[config.mk]
export PLATFORM = sky130hd
export DESIGN_NAME = spl_top
export DESIGN_NICKNAME = d
export VERILOG_FILES = /design/src/spl_pkg.sv /design/src/spl_sync.sv /design/src/spl_top.sv
export SDC_FILE = /design/constraint.sdc
export NUM_CORES = 1
export LEC_CHECK = 0
export ABC_AREA = 1
export BUFFER_PORTS_ARGS = -buffer_cell sky130_fd_sc_hd__buf_4
export CAP_MARGIN = 20
export CORE_UTILIZATION = 37
export CTS_BUF_LIST = sky130_fd_sc_hd__clkbuf_4 sky130_fd_sc_hd__clkbuf_8 sky130_fd_sc_hd__clkbuf_16
export DETAILED_ROUTE_END_ITERATION = 16
export SYNTH_ARGS = -nofsm -noshare
export SYNTH_HDL_FRONTEND = slang
export SYNTH_SLANG_ARGS = --single-unit
export TNS_END_PERCENT = 10
[constraint.sdc]
create_clock -name clk_i -period 4.8 [get_ports clk_i]
set_input_delay 0.96 -clock clk_i [delete_from_list [all_inputs] [get_ports clk_i]]
set_output_delay 0.96 -clock clk_i [all_outputs]
set_load 0.01 [all_outputs]
[src/spl_pkg.sv]
// constants for the sector protection and lock logic
package spl_pkg;
  localparam int          NUM_SECT       = 128;
  localparam int          SECT_W         = 7;
  localparam int          ADDR_W         = 24;
  localparam int          SECT_LSB       = 16;
  localparam logic [7:0]  OP_RD_PROT     = 8'h3C;
  localparam logic [7:0]  OP_WR_STAT1    = 8'h01;
  localparam logic [5:0]  BITS_OPCODE    = 6'h08;
  localparam logic [5:0]  BITS_WR_DONE   = 6'h10;
  localparam logic [5:0]  BITS_RD_START  = 6'h20;
  localparam logic [5:0]  BITS_SAT       = 6'h3F;
  localparam int          ST_LOCK_POS    = 7;
  localparam int          ST_PIN_POS     = 4;
  localparam int          ST_SUM_HI      = 3;
  localparam int          ST_SUM_LO      = 2;
  localparam int          GLB_HI         = 5;
  localparam int          GLB_LO         = 2;
  localparam logic [3:0]  GLB_UNPROT     = 4'h0;
  localparam logic [3:0]  GLB_PROT       = 4'hF;
  localparam logic [1:0]  SUM_NONE       = 2'h0;
  localparam logic [1:0]  SUM_SOME       = 2'h1;
  localparam logic [1:0]  SUM_ALL        = 2'h3;
  localparam logic [NUM_SECT-1:0] PROT_RST = {NUM_SECT{1'b1}};
  localparam logic        LOCK_RST       = 1'b0;
  localparam int          SYNC_STAGES    = 2;
  // synced pin levels at reset: {cs_n, sck, si, wp_n}, link idle
  localparam logic [3:0]  PINS_RST       = 4'h9;
endpackage

[src/spl_sync.sv]
// two-flop synchroniser for asynchronous pin levels
`timescale 1ns/10ps
module spl_sync #(
  parameter int W = 1
) (
  // clock and reset
  input  wire logic         clk_i,
  input  wire logic         nrst_i,
  // asynchronous level in, synchronous level out
  input  wire logic [W-1:0] d_i,
  input  wire logic [W-1:0] rst_val_i,
  output logic      [W-1:0] q_o
);
  logic [W-1:0] meta_ff;

  // first stage feeds only the second
  always_ff @(posedge clk_i) begin
    if (!nrst_i) begin
      meta_ff <= rst_val_i; // idle pin levels, no false edge
      q_o     <= rst_val_i;
    end else begin
      meta_ff <= d_i;
      q_o     <= meta_ff;
    end
  end
endmodule

[src/spl_top.sv]
// sector protection, lock bit and protection read over the serial link
`timescale 1ns/10ps
module spl_top (
  // clock and reset
  input  wire logic                    clk_i,
  input  wire logic                    nrst_i,
  // serial link pins
  input  wire logic                    cs_n_i,
  input  wire logic                    sck_i,
  input  wire logic                    si_i,
  output logic                         so_o,
  output logic                         so_oe_o,
  // write protect pin
  input  wire logic                    wp_n_i,
  // sector protect/unprotect request from command logic
  input  wire logic                    sect_req_i,
  input  wire logic                    sect_set_i,
  input  wire logic [spl_pkg::SECT_W-1:0] sect_idx_i,
  // status
  output logic [7:0]                   status_byte1_o,
  output logic                         protect_regs_lock_bit_o,
  output logic [1:0]                   soft_protect_summary_o,
  output logic                         hw_locked_o,
  output logic                         sw_locked_o,
  output logic                         stat_wr_done_o
);
  logic [3:0]  pins_s;
  logic        cs_n_s;
  logic        sck_s;
  logic        si_s;
  logic        wp_n_s;
  logic        sck_d_ff;
  logic        sck_rise;
  logic        sck_fall;
  logic [5:0]  bit_cnt_ff;
  logic [7:0]  shift_ff;
  logic [7:0]  opcode_ff;
  logic [spl_pkg::ADDR_W-1:0] addr_ff;
  logic [7:0]  nxt_shift;
  logic        rd_act_ff;
  logic        lock_ff;
  logic [spl_pkg::NUM_SECT-1:0] prot_ff;
  logic        hw_lock;
  logic        sw_lock;
  logic        wr_fire;
  logic [7:0]  wr_data;
  logic        glb_unprot;
  logic        glb_prot;
  logic [1:0]  summary;
  logic        sel_prot;

  // pins enter through two flops
  spl_sync #(.W(4)) u_sync (
    .clk_i     (clk_i),
    .nrst_i    (nrst_i),
    .d_i       ({cs_n_i, sck_i, si_i, wp_n_i}),
    .rst_val_i (spl_pkg::PINS_RST),
    .q_o       (pins_s)
  );
  assign cs_n_s = pins_s[3];
  assign sck_s  = pins_s[2];
  assign si_s   = pins_s[1];
  assign wp_n_s = pins_s[0];

  // serial clock edge finder
  always_ff @(posedge clk_i) begin
    if (!nrst_i) begin
      sck_d_ff <= 1'b0;
    end else begin
      sck_d_ff <= sck_s;
    end
  end
  assign sck_rise = sck_s & ~sck_d_ff & ~cs_n_s;
  assign sck_fall = ~sck_s & sck_d_ff & ~cs_n_s;

  // locking states from pin and lock bit
  assign hw_lock = ~wp_n_s & lock_ff;
  assign sw_lock = wp_n_s & lock_ff;

  // input shift and bit count, restarted by chip select
  assign nxt_shift = {shift_ff[6:0], si_s};
  always_ff @(posedge clk_i) begin
    if (!nrst_i || cs_n_s) begin
      bit_cnt_ff <= '0;
      shift_ff   <= '0;
    end else if (sck_rise) begin
      shift_ff <= nxt_shift;
      if (bit_cnt_ff != spl_pkg::BITS_SAT) begin
        bit_cnt_ff <= bit_cnt_ff + 6'h01;
      end
    end
  end

  // opcode and address capture
  always_ff @(posedge clk_i) begin
    if (!nrst_i) begin
      opcode_ff <= '0;
      addr_ff   <= '0;
    end else if (sck_rise) begin
      if (bit_cnt_ff == spl_pkg::BITS_OPCODE - 6'h01) begin
        opcode_ff <= nxt_shift;
      end
      if (bit_cnt_ff >= spl_pkg::BITS_OPCODE &&
          bit_cnt_ff <  spl_pkg::BITS_RD_START) begin
        addr_ff <= {addr_ff[spl_pkg::ADDR_W-2:0], si_s};
      end
    end
  end

  // status byte one write fires on its eighth data bit
  assign wr_fire = sck_rise && opcode_ff == spl_pkg::OP_WR_STAT1 &&
                   bit_cnt_ff == spl_pkg::BITS_WR_DONE - 6'h01;
  assign wr_data = nxt_shift;
  // global operation only when unlocked before the write
  assign glb_unprot = wr_fire && !lock_ff &&
    wr_data[spl_pkg::GLB_HI:spl_pkg::GLB_LO] == spl_pkg::GLB_UNPROT;
  assign glb_prot = wr_fire && !lock_ff &&
    wr_data[spl_pkg::GLB_HI:spl_pkg::GLB_LO] == spl_pkg::GLB_PROT;

  // lock bit: only bit 7 of the written byte is stored
  always_ff @(posedge clk_i) begin
    if (!nrst_i) begin
      lock_ff <= spl_pkg::LOCK_RST;
    end else if (wr_fire && !hw_lock) begin
      lock_ff <= wr_data[spl_pkg::ST_LOCK_POS];
    end
  end

  // sector protection bits
  always_ff @(posedge clk_i) begin
    if (!nrst_i) begin
      prot_ff <= spl_pkg::PROT_RST;
    end else if (glb_unprot) begin
      prot_ff <= '0;
    end else if (glb_prot) begin
      prot_ff <= '1;
    end else if (sect_req_i && !lock_ff) begin
      prot_ff[sect_idx_i] <= sect_set_i;
    end
  end
  // locked writes fall through above with no global change

  // protection summary over all sectors
  always_comb begin
    if (&prot_ff) begin
      summary = spl_pkg::SUM_ALL;
    end else if (|prot_ff) begin
      summary = spl_pkg::SUM_SOME;
    end else begin
      summary = spl_pkg::SUM_NONE;
    end
  end

  // addressed sector from upper address bits
  assign sel_prot =
    prot_ff[addr_ff[spl_pkg::SECT_LSB +: spl_pkg::SECT_W]];

  // protection read: drive on falling edges after the address
  always_ff @(posedge clk_i) begin
    if (!nrst_i || cs_n_s) begin
      rd_act_ff <= 1'b0;
      so_o      <= 1'b0;
      so_oe_o   <= 1'b0;
    end else if (sck_fall && opcode_ff == spl_pkg::OP_RD_PROT &&
                 bit_cnt_ff >= spl_pkg::BITS_RD_START) begin
      rd_act_ff <= 1'b1;
      so_o      <= sel_prot;
      so_oe_o   <= 1'b1;
    end
  end

  // registered status outputs
  always_ff @(posedge clk_i) begin
    if (!nrst_i) begin
      status_byte1_o          <= '0;
      protect_regs_lock_bit_o <= 1'b0;
      soft_protect_summary_o  <= '0;
      hw_locked_o             <= 1'b0;
      sw_locked_o             <= 1'b0;
      stat_wr_done_o          <= 1'b0;
    end else begin
      status_byte1_o <= '0;
      status_byte1_o[spl_pkg::ST_LOCK_POS] <= lock_ff;
      status_byte1_o[spl_pkg::ST_PIN_POS]  <= wp_n_s;
      status_byte1_o[spl_pkg::ST_SUM_HI:spl_pkg::ST_SUM_LO] <=
        summary;
      protect_regs_lock_bit_o <= lock_ff;
      soft_protect_summary_o  <= summary;
      hw_locked_o             <= hw_lock;
      sw_locked_o             <= sw_lock;
      stat_wr_done_o          <= wr_fire;
    end
  end
endmodule

==> results.yml, run 1 <==
run_status:
  status: "completed"
setup_path:
  worst_setup_path_end_kind: "register"
  required_ns: 5.17
  critPathKind: "reg2reg"
  crit_arrival_ns: 3.72
  cp_max_fo: 93
  cp-start-kind: "register"
global_route:
  overflow: 0
  grt_start_max_net_pins: 129
  grt_util_met2_pct: 36.4
  grt_pass1_wl_um: 53900
  antenna_found_initial: 0
  track_usage_pct: 23.4
  grtUsageMet1_pct: 32.0
  use_met3_pct: 4.28
  grt.busiest_layer: "met2"
  grt_pass1_vias: 9562
power_and_ir_drop:
  comb_power_share_pct: 5.0
  ir_worst_vdd_v: 0.000258
  seq_power_share_pct: 49.1
  power_density_mw_per_mm2: 285
  p_int_mw: 2.36
  clkPwrFrac_pct: 45.9
  leakagePower_nw: 4.66
  power.switching_uw: 908
  sw_frac_of_total_pct: 27.8
yosys:
  synth-seq-cells: 191
  mappedNetlistArea_mm2: 0.0105
  syn_area_per_cell_um2: 6.85
  synth_cell_type_count: 36
  seq_area_frac_synth_pct: 36.3
  yosys_most_used_dff: "dfxtp_1"
  synthCells: 1539
  synth_warnings: 0
  ys_async_sr_fraction_pct: 0
  synth_edf_count: 0
die:
  core.rowCount: 61
  die_w_um: 171
  pin_count: 31
  initial_core_util_pct: 37.8
  core_area_mm2: 0.0279
  dieHeight_um: 171
  dieArea_mm2: 0.0292
clock_network:
  cts_resized: 0
  path_clk_slew_ns: 0.09
  postCtsSetupBuffers: 0
  cts_tree: "done"
  cts.sinks: 191
  cts_hold_buffers: 0
  insertion_delay_ns: 0.46
  htree_num_levels: 4
  clk_path_buf_depth: 2
  cts_made_buffers: 17
  ctsRootBufferMaster: "clkbuf_16"
cells_and_area:
  drive_above_1_share_pct: 7.71
  final_common_cell: "nand2_1"
  final_nets: 1495
  layout_common_cells: "193 x nand2_1, 191 x nand3_1, 190 x dfxtp_1"
  antenna_cells: 0
  fillCellCount: 2915
  syn2layout_area_growth_pct: 8.46
sta:
  fin_crit_ns: 3.35
  final.period_utilization_pct: 69.7
  whs_ns: 0.423
  tns_ns: 0
  slew_headroom_pct: 25.8
  setup_viol: 0
  hold_violations: 0
  skew_ns: 0.0241
  worst_pin_slew_ns: 1.11
  fmax_mhz: 299
  drv_slew: 0
  rsz0062_at_grt: "false"
placed_design:
  io_buffers: 26
  place_congestion: 0.854
  dp_hpwl_um: 19600
routing:
  drt-total-wl_um: 33600
  routed_via_density: 5.81
  vias: 10900
  drc: 0
  avgRoutedWirePerCell_um: 18.0
  final_antenna_net_count: 0
  initialDrtViolationCount: 1195
  drt_first_pass_iters: 6
worst_hold_path:
  hp-class: "reg2reg"
job:
  cap_violations: 0
==> routing by layer <==
| layer | up-vias | part of all wire [%] |
|---|---|---|
| li1 | 5312 | - |
| met1 | 5141 | 47 |
| met2 | 355 | 45 |
| met3 | 48 | 5.8 |
| met4 | 0 | 2.6 |
| met5 | - | 0 |
==> sequential cells by signal (all words and copies together) (netlist names) <==
name,flops
lock_ff,1
sck_d_ff,1
bit_cnt_ff,6
u_sync.q_o,4
shift_ff,7
so_oe_o,1
opcode_ff,8
stat_wr_done_o,1
addr_ff,23
u_sync.meta_ff,4
so_o,1
sw_locked_o,1
status_byte1_o,4
prot_ff,128
hw_locked_o,1
==> synth_stat cells, types with 8 or more instances <==
master,n,area (µm²)
nand2_1,193,724
dfxtp_1,191,3820
nand3_1,191,956
a21oi_1,133,666
nor2_1,102,383
inv_1,101,379
o21ai_0,96,480
a31oi_1,70,438
nor3_1,66,330
clkbuf_1,65,244
o21ai_1,63,315
o211ai_1,55,413
buf_2,42,210
nor4_1,39,244
nand4_1,33,206
a21boi_0,32,240
buf_6,9,101
nor2_2,8,50.1
==> critical path, cell delays in order, from the launching register on <==
cell and delay, ns:
dfxtp_1 0.35, ha_1 0.25, nand3_1 0.12, inv_1 0.10, nand4_2 0.14, nor3_4 0.04
buf_4 0.23, nor2_4 0.68, buf_4 0.95, o211ai_1 0.22, nand3_1 0.14
==> area by class of cell <==
type | instances | area (µm²) | share of cell area, %
Clock buffer | 17 | 425 | 3.72
Clock inverter | 15 | 209 | 1.83
Inverter | 112 | 420 | 3.67
Multi-Input combinational cell | 1109 | 5700 | 49.8
Sequential cell | 191 | 3820 | 33.4
Tap cell | 378 | 473 | 4.13
Timing Repair Buffer | 47 | 385 | 3.37
==> logic make-up after synthesis <==
group / count (synthesis) / share of synthesized area, %
AND/OR/NAND/NOR: 650 / 29.0
other: 1 / 0.0356
AO/OA/AOI/OAI: 453 / 24.5
buffers and inverters: 242 / 10.0
flip-flops: 191 / 36.3
adder cells (fa/ha/maj): 2 / 0.237
==> metrics by stage <==
stage / area (µm²) / power (mW) / instances / util, % / setup WS, ns
floorplan: 10600 / 1.74 / 1542 / - / 2.66
CTS: 11400 / 3.28 / 1867 / 40.8 / 1.49
global route: 11400 / 3.37 / 1869 / 41.0 / 1.21
detailed placement: 10800 / 1.80 / 1835 / 38.6 / 1.52
finish: 11400 / 3.27 / 1869 / 41.0 / 1.45
global placement: 10800 / 1.80 / 1835 / 38.6 / 1.64
==> power by group through the flow <==
stage	clock, mW	combinational [mW]	sequential [mW]
2_1_floorplan	0	0.103	1.64
3_3_place_gp	0	0.159	1.64
3_5_place_dp	0	0.159	1.64
4_1_cts	1.52	0.160	1.60
5_1_grt	1.59	0.176	1.60
6_report	1.50	0.164	1.60
==> path summary, 6_finish.rpt <==
path,startpoint,end,slack (ns),cells past startpoint
max,bit_cnt_ff[0]$_SDFFE_PP0P_,prot_ff[112]$_SDFFE_PN1P_,1.45,10
min,u_sync.meta_ff[3]$_SDFF_PN1_,u_sync.q_o[3]$_SDFF_PN1_,0.42,1
max reg2reg,bit_cnt_ff[0]$_SDFFE_PP0P_,prot_ff[112]$_SDFFE_PN1P_,1.45,10
min reg2reg,u_sync.meta_ff[3]$_SDFF_PN1_,u_sync.q_o[3]$_SDFF_PN1_,0.42,1
No activity file was read; power rests on OpenSTA's default activity.
==> run 2: changes to the inputs <==
ABC_AREA = 0   (was 1)
clock period = 3.3 ns   (was 4.8 ns; I/O delays follow)
==> run 2 against run 1 <==
  * Non-clock buffer count rose by 10
  * Sequential share of layout area increased by 0.57 points
  * Clock skew decreased by 0.0037 ns
  * Clock power is 45% higher
  * Hold slack lost 0.021 ns
  * Cell area is 1.6% lower
  * Critical path type unchanged
  * Critical endpoint is now so_o$_SDFFE_PP0P_
  * Largest power group unchanged
==> results.yml, run 2 <==
run_status:
  status: "completed"
yosys:
  synthDominantCellAreaShare_pct: 37.5
  synth_top_area_cell: "dfxtp_1"
  synthAdderAreaFrac_pct: 0.245
  ys_async_sr_fraction_pct: 0
  synth_top_family_by_area: "simple AND/OR/NAND/NOR gates"
  synth-seq-cells: 191
  yosys-top-cells-count: "191 x dfxtp_1, 145 x nor2_1, 107 x o21ai_1, 95 x nand2_1, 80 x a21boi_0"
  syn_area_per_cell_um2: 8.81
  yosysMostFrequentCell: "dfxtp_1"
  synth_area_leaders: "dfxtp_1 37%, mux2_2 7.5%, mux4_2 7.1%"
  synth_edf_count: 0
  synth_warnings: 0
  synthCells: 1158
  synthSimpleGateAreaFrac_pct: 21.1
  synth_cell_type_count: 55
  yosys_most_used_dff: "dfxtp_1"
  mappedNetlistArea_mm2: 0.0102
  muxShareOfSynthArea_pct: 16.2
  synth_compound_area_share_pct: 19.0
  seq_area_frac_synth_pct: 37.5
  synth_xor_xnor_area_share_pct: 0.343
clock_network:
  cts.sinks: 191
  postCtsSetupBuffers: 0
  htree_num_levels: 4
  cts_resized: 0
  cts_tree: "done"
  ctsRootBufferMaster: "clkbuf_16"
  path_clk_slew_ns: 0.08
  cts_made_buffers: 17
  clk_path_buf_depth: 2
  cts_hold_buffers: 0
  insertion_delay_ns: 0.45
cells_and_area:
  final_common_cell: "dfxtp_1"
  largest_reg_flops: 128
  top_regs: "prot_ff (128), addr_ff (23), opcode_ff (8)"
  layout_common_cells: "189 x dfxtp_1, 145 x nor2_1, 107 x o21ai_1"
  drive_above_1_share_pct: 17.5
  final_area_mm2: 0.0113
  regArea_mm2: 0.00383
  multi_input_area_mm2: 0.00583
  antenna_cells: 0
  largest-register: "prot_ff"
  syn2layout_area_growth_pct: 10.3
  final_nets: 1141
  fillCellCount: 2674
power_and_ir_drop:
  seq_power_share_pct: 49.2
  p_int_mw: 3.44
  finalPower_mw: 4.73
  leakagePower_nw: 3.63
  sw_frac_of_total_pct: 27.3
  power_density_mw_per_mm2: 421
  comb_power_share_pct: 4.8
  power.switching_mw: 1.29
  ir_worst_vdd_v: 0.000361
  clkPwrFrac_pct: 46.0
global_route:
  antenna_found_initial: 0
  use_met3_pct: 4.94
  grt.busiest_layer: "met2"
  overflow: 0
  grt_util_met2_pct: 32.3
  grt_pass1_wl_um: 48800
  grt_start_max_net_pins: 133
  grtUsageMet1_pct: 31.3
  track_usage_pct: 22.1
  grt_pass1_vias: 8353
routing:
  vias: 9077
  drc: 0
  final_antenna_net_count: 0
  drt-total-wl_um: 30800
  routed_via_density: 6.14
  drt_first_pass_iters: 7
  avgRoutedWirePerCell_um: 20.9
  initialDrtViolationCount: 927
die:
  pin_count: 31
  core.rowCount: 60
  core_area_mm2: 0.0270
  dieArea_mm2: 0.0282
  initial_core_util_pct: 37.7
  dieHeight_um: 168
  die_w_um: 168
placed_design:
  postPlaceCellArea_mm2: 0.0106
  io_buffers: 26
  dp_hpwl_um: 20200
  place_congestion: 0.905
sta:
  worst_pin_slew_ns: 1.03
  final.period_utilization_pct: 76.9
  setup_viol: 0
  slew_headroom_pct: 30.9
  rsz0062_at_grt: "false"
  tns_ns: 0
  whs_ns: 0.402
  fmax_mhz: 394
  fin_crit_ns: 2.54
  skew_ns: 0.0204
  drv_slew: 0
  hold_violations: 0
setup_path:
  cp_max_fo: 22
  crit_arrival_ns: 2.87
  cp-start-kind: "register"
  worst_setup_path_end_kind: "register"
  required_ns: 3.63
  critPathKind: "reg2reg"
  reg2reg_slack_ns: 0.76
job:
  cap_violations: 0
worst_hold_path:
  hp-class: "in2reg"
==> run 2: cell count changes after synthesis, moves of 54 or more <==
cell,change
a21oi_1,-124
a311oi_1,+57
nor3_1,-55
nand3_1,-181
nand2_1,-98
o211ai_1,-54
inv_1,-98
a31oi_1,-67
mux2_2,+68
o21ai_0,-74
==> run 2: area by class of cell <==
type                    count  share of cell area (%)
clock buffers              17                    3.78
clock inverters            15                    1.71
inverters                   3                   0.100
multi-input cells         854                    51.8
flip-flops and latches    191                    34.0
well taps                 341                    3.79
repair buffers             57                    4.80
==> run 2: power by group through the flow <==
stage / logic, mW / registers, mW / clock network [mW]
after floorplan: 0.142 / 2.38 / 0
after global placement: 0.223 / 2.38 / 0
after detailed placement: 0.223 / 2.38 / 0
after CTS: 0.224 / 2.33 / 2.20
after global routing: 0.244 / 2.33 / 2.31
final: 0.228 / 2.33 / 2.18
==> run 2: path summary, 6_finish.rpt <==
check,startpoint,to,depth (start not counted)
setup / recovery,addr_ff[16]$_SDFFE_PN0P_,so_o$_SDFFE_PP0P_,7
hold / removal,wp_n_i,u_sync.meta_ff[0]$_SDFF_PN1_,2
setup reg to reg,addr_ff[16]$_SDFFE_PN0P_,so_o$_SDFFE_PP0P_,7
hold reg to reg,u_sync.meta_ff[0]$_SDFF_PN1_,u_sync.q_o[0]$_SDFF_PN1_,1
==> run 2: logic make-up (layout without fill, tap and decap cells) <==
kind of cell | after synthesis | count (layout)
and+or+nand+nor | 433 | 433
AOI/OAI and AO/OA | 295 | 295
DFF | 191 | 191
muxes | 116 | 116
buffers and inverters | 116 | 92
xor gates and xnor gates | 4 | 4
adders and majority gates | 2 | 2
other | 1 | 4
==> run 2: layer usage <==
layer	part of all wire (%)	wire [µm]	up-vias
li1	-	-	4201
met1	44	13500	4357
met2	43	13400	452
met3	9.9	3070	67
met4	2.9	909	0
met5	0	0	-
==> run 2: critical path, cell delays in order, from the launching register on <==
cell	delay (ns)
dfxtp_2	0.78
buf_12	0.24
mux4_2	0.54
nand4_1	0.12
nand4_1	0.15
a311oi_1	0.31
o22ai_1	0.14
a21boi_1	0.15
==> run 2: through the flow <==
step | setup WS [ns] | instances | util (%)
5_1_grt | 0.617 | 1478 | 41.6
2_1_floorplan | 1.17 | 1161 | -
4_1_cts | 0.783 | 1478 | 41.6
3_3_place_gp | 0.755 | 1446 | 39.3
6_report | 0.762 | 1478 | 41.6
3_5_place_dp | 0.787 | 1446 | 39.3
==> run 3: changes to the inputs <==
ABC_AREA = 1   (was 0)
clock period = 2.1 ns   (was 3.3 ns; I/O delays follow)
==> run 3 against run 2 <==
  * Critical path depth is 2 higher
  * Non-clock buffer count up 35
  * Cell count is 29% higher
  * Total power rose by 56%
  * Wire length grew 14%
  * Maximum frequency is 27% higher
  * Core utilization increased by 1.3 points
  * First-iteration DRC count grew 26%
  * Cell area rose by 6.6%
  * Critical path type unchanged
  * Critical endpoint is now prot_ff[1]$_SDFFE_PN1P_
==> results.yml, run 3 (synthesis results as in run 1) <==
die:
  dieArea_mm2: 0.0292
  core.rowCount: 61
  initial_core_util_pct: 37.8
  die_w_um: 171
  pin_count: 31
  dieHeight_um: 171
  core_area_mm2: 0.0279
clock_network:
  cts_tree: "done"
  path_clk_slew_ns: 0.08
  cts_made_buffers: 17
  insertion_delay_ns: 0.45
  cts.sinks: 191
  ctsRootBufferMaster: "clkbuf_16"
  htree_num_levels: 4
  clk_path_buf_depth: 2
global_route:
  overflow: 0
  grt_start_max_net_pins: 97
  track_usage_pct: 24.2
  grt_pass1_vias: 9805
  antenna_found_initial: 0
  grt_pass1_wl_um: 55400
setup_path:
  rr_startpoint: "bit_cnt_ff[1]$_SDFFE_PP0P_"
  endpoint: "prot_ff[1]$_SDFFE_PN1P_"
  cp_top_family: "simple AND/OR/NAND/NOR gates"
  reg2reg_depth: 9
  path_cells: "ha_2 > nand3_2 > inv_2 > nand4_2 > nor3_4 > nor2_4 > clkbuf_16 > a21oi_1 > o21ai_1"
  startpoint: "bit_cnt_ff[1]$_SDFFE_PP0P_"
  crit_buf_inv: 2
  critPathKind: "reg2reg"
  cpPeakStageDelay_ns: 0.37
  required_ns: 2.42
  cp_max_fo: 26
  cp_slowest_cell: "dfxtp_1"
  cp-start-kind: "register"
  worst_setup_path_end_kind: "register"
  crit_arrival_ns: 2.31
  crit_cells: 9
  r2r_end: "prot_ff[1]$_SDFFE_PN1P_"
  reg2reg_slack_ns: 0.10
power_and_ir_drop:
  power_density_mw_per_mm2: 615
  leakagePower_nw: 4.95
  ir_worst_vdd_v: 0.000543
placed_design:
  dp.cells: 1877
  dp_hpwl_um: 21000
  place_congestion: 0.876
  post-place-ws_ns: 0.0117
  io_buffers: 26
cells_and_area:
  drive_above_1_share_pct: 10.9
  fin_cells: 1914
  largest_reg_flops: 128
  final_nets: 1540
  largest-register: "prot_ff"
  final_common_cell: "nand2_1"
  layout_common_cells: "193 x nand2_1, 189 x nand3_1, 189 x dfxtp_1"
  syn2layout_area_growth_pct: 13.7
  top_regs: "prot_ff (128), addr_ff (23), opcode_ff (8)"
  antenna_cells: 0
  fillCellCount: 2912
routing:
  drc: 0
  final_antenna_net_count: 0
  avgRoutedWirePerCell_um: 18.4
  vias: 11100
  drt_first_pass_iters: 5
  drt-total-wl_um: 35200
  routed_via_density: 5.79
  initialDrtViolationCount: 1165
sta:
  hold_violations: 0
  setup_ws_ns: 0.102
  fin_crit_ns: 2.00
  setup_viol: 0
  worst_pin_slew_ns: 0.533
  slew_headroom_pct: 64.4
  fmax_mhz: 500
  tns_ns: 0
  final.period_utilization_pct: 95.2
  drv_slew: 0
  skew_ns: 0.0194
worst_hold_path:
  holdPathStages: 2
  hp-class: "in2reg"
job:
  cap_violations: 0
run_status:
  status: "completed"
run 3: cell types whose count changed in the layout (fill, tap and decap cells not counted), moves of 44 or more:
cell,change
mux2_2,-68
a31oi_1,+67
a21oi_1,+123
a311oi_1,-57
inv_1,+96
o211ai_1,+54
nand3_1,+179
o21ai_1,-44
o21ai_0,+74
a21boi_0,-48
nor2_1,-44
nor3_1,+53
nand2_1,+98
run 3: timing repair:
action | CTS | global route
setup buffers | 0 | 2
hold buffers | 0 | 0
endpoints found under the hold margin | 0 | 0
gates resized for setup | 1 | 11
pin swaps | 0 | 3
cloned | 0 | 3
endpoints found under the setup margin | 23 | 125
run 3: worst min path at each step:
stage | from | to | slack [ns]
2_1_floorplan | u_sync.meta_ff[1]$_SDFF_PN0_ | u_sync.q_o[1]$_SDFF_PN0_ | 0.39
3_3_place_gp | u_sync.meta_ff[1]$_SDFF_PN0_ | u_sync.q_o[1]$_SDFF_PN0_ | 0.40
3_5_place_dp | u_sync.meta_ff[0]$_SDFF_PN1_ | u_sync.q_o[0]$_SDFF_PN1_ | 0.40
4_1_cts | si_i | u_sync.meta_ff[1]$_SDFF_PN0_ | 0.15
5_1_grt | wp_n_i | u_sync.meta_ff[0]$_SDFF_PN1_ | 0.15
6_report | cs_n_i | u_sync.meta_ff[3]$_SDFF_PN1_ | 0.15
run 3: per-layer routing:
metal / GRT usage [%] / part of all wire [%] / routed length (µm) / up-vias
li1: - / - / - / 5399
met5: 0 / 0 / 0 / -
met1: 34.2 / 46 / 16300 / 5175
met4: 9.36 / 2.9 / 1040 / 0
met2: 37.1 / 44 / 15400 / 455
met3: 3.52 / 6.8 / 2400 / 61
run 3: area by class of cell:
type                    count  area (µm²)  share of cell area [%]
clock buffers              17         425                    3.55
clock inverters            15         160                    1.34
inverters                 112         420                    3.51
multi-input cells        1109        5730                    47.8
flip-flops and latches    191        3830                    31.9
well taps                 378         473                    3.94
repair buffers             92         955                    7.96
run 3: per-stage QoR:
| step | power, mW | area (µm²) | utilization (%) | hold WS, ns |
|---|---|---|---|---|
| 6_report | 7.38 | 12000 | 42.9 | 0.154 |
| 5_1_grt | 7.61 | 12000 | 42.9 | 0.151 |
| 4_1_cts | 7.42 | 11900 | 42.5 | 0.150 |
| 3_5_place_dp | 4.15 | 11300 | 40.4 | 0.403 |
| 3_3_place_gp | 4.15 | 11300 | 40.4 | 0.396 |
| 2_1_floorplan | 3.98 | 10600 | - | 0.390 |
run 3: report_power, final:
| part | switching (mW) | internal [mW] |
|---|---|---|
| clock network | 1.69 | 1.61 |
| logic | 0.296 | 0.119 |
| registers | 0.0186 | 3.64 |
| total | 2.01 | 5.37 |
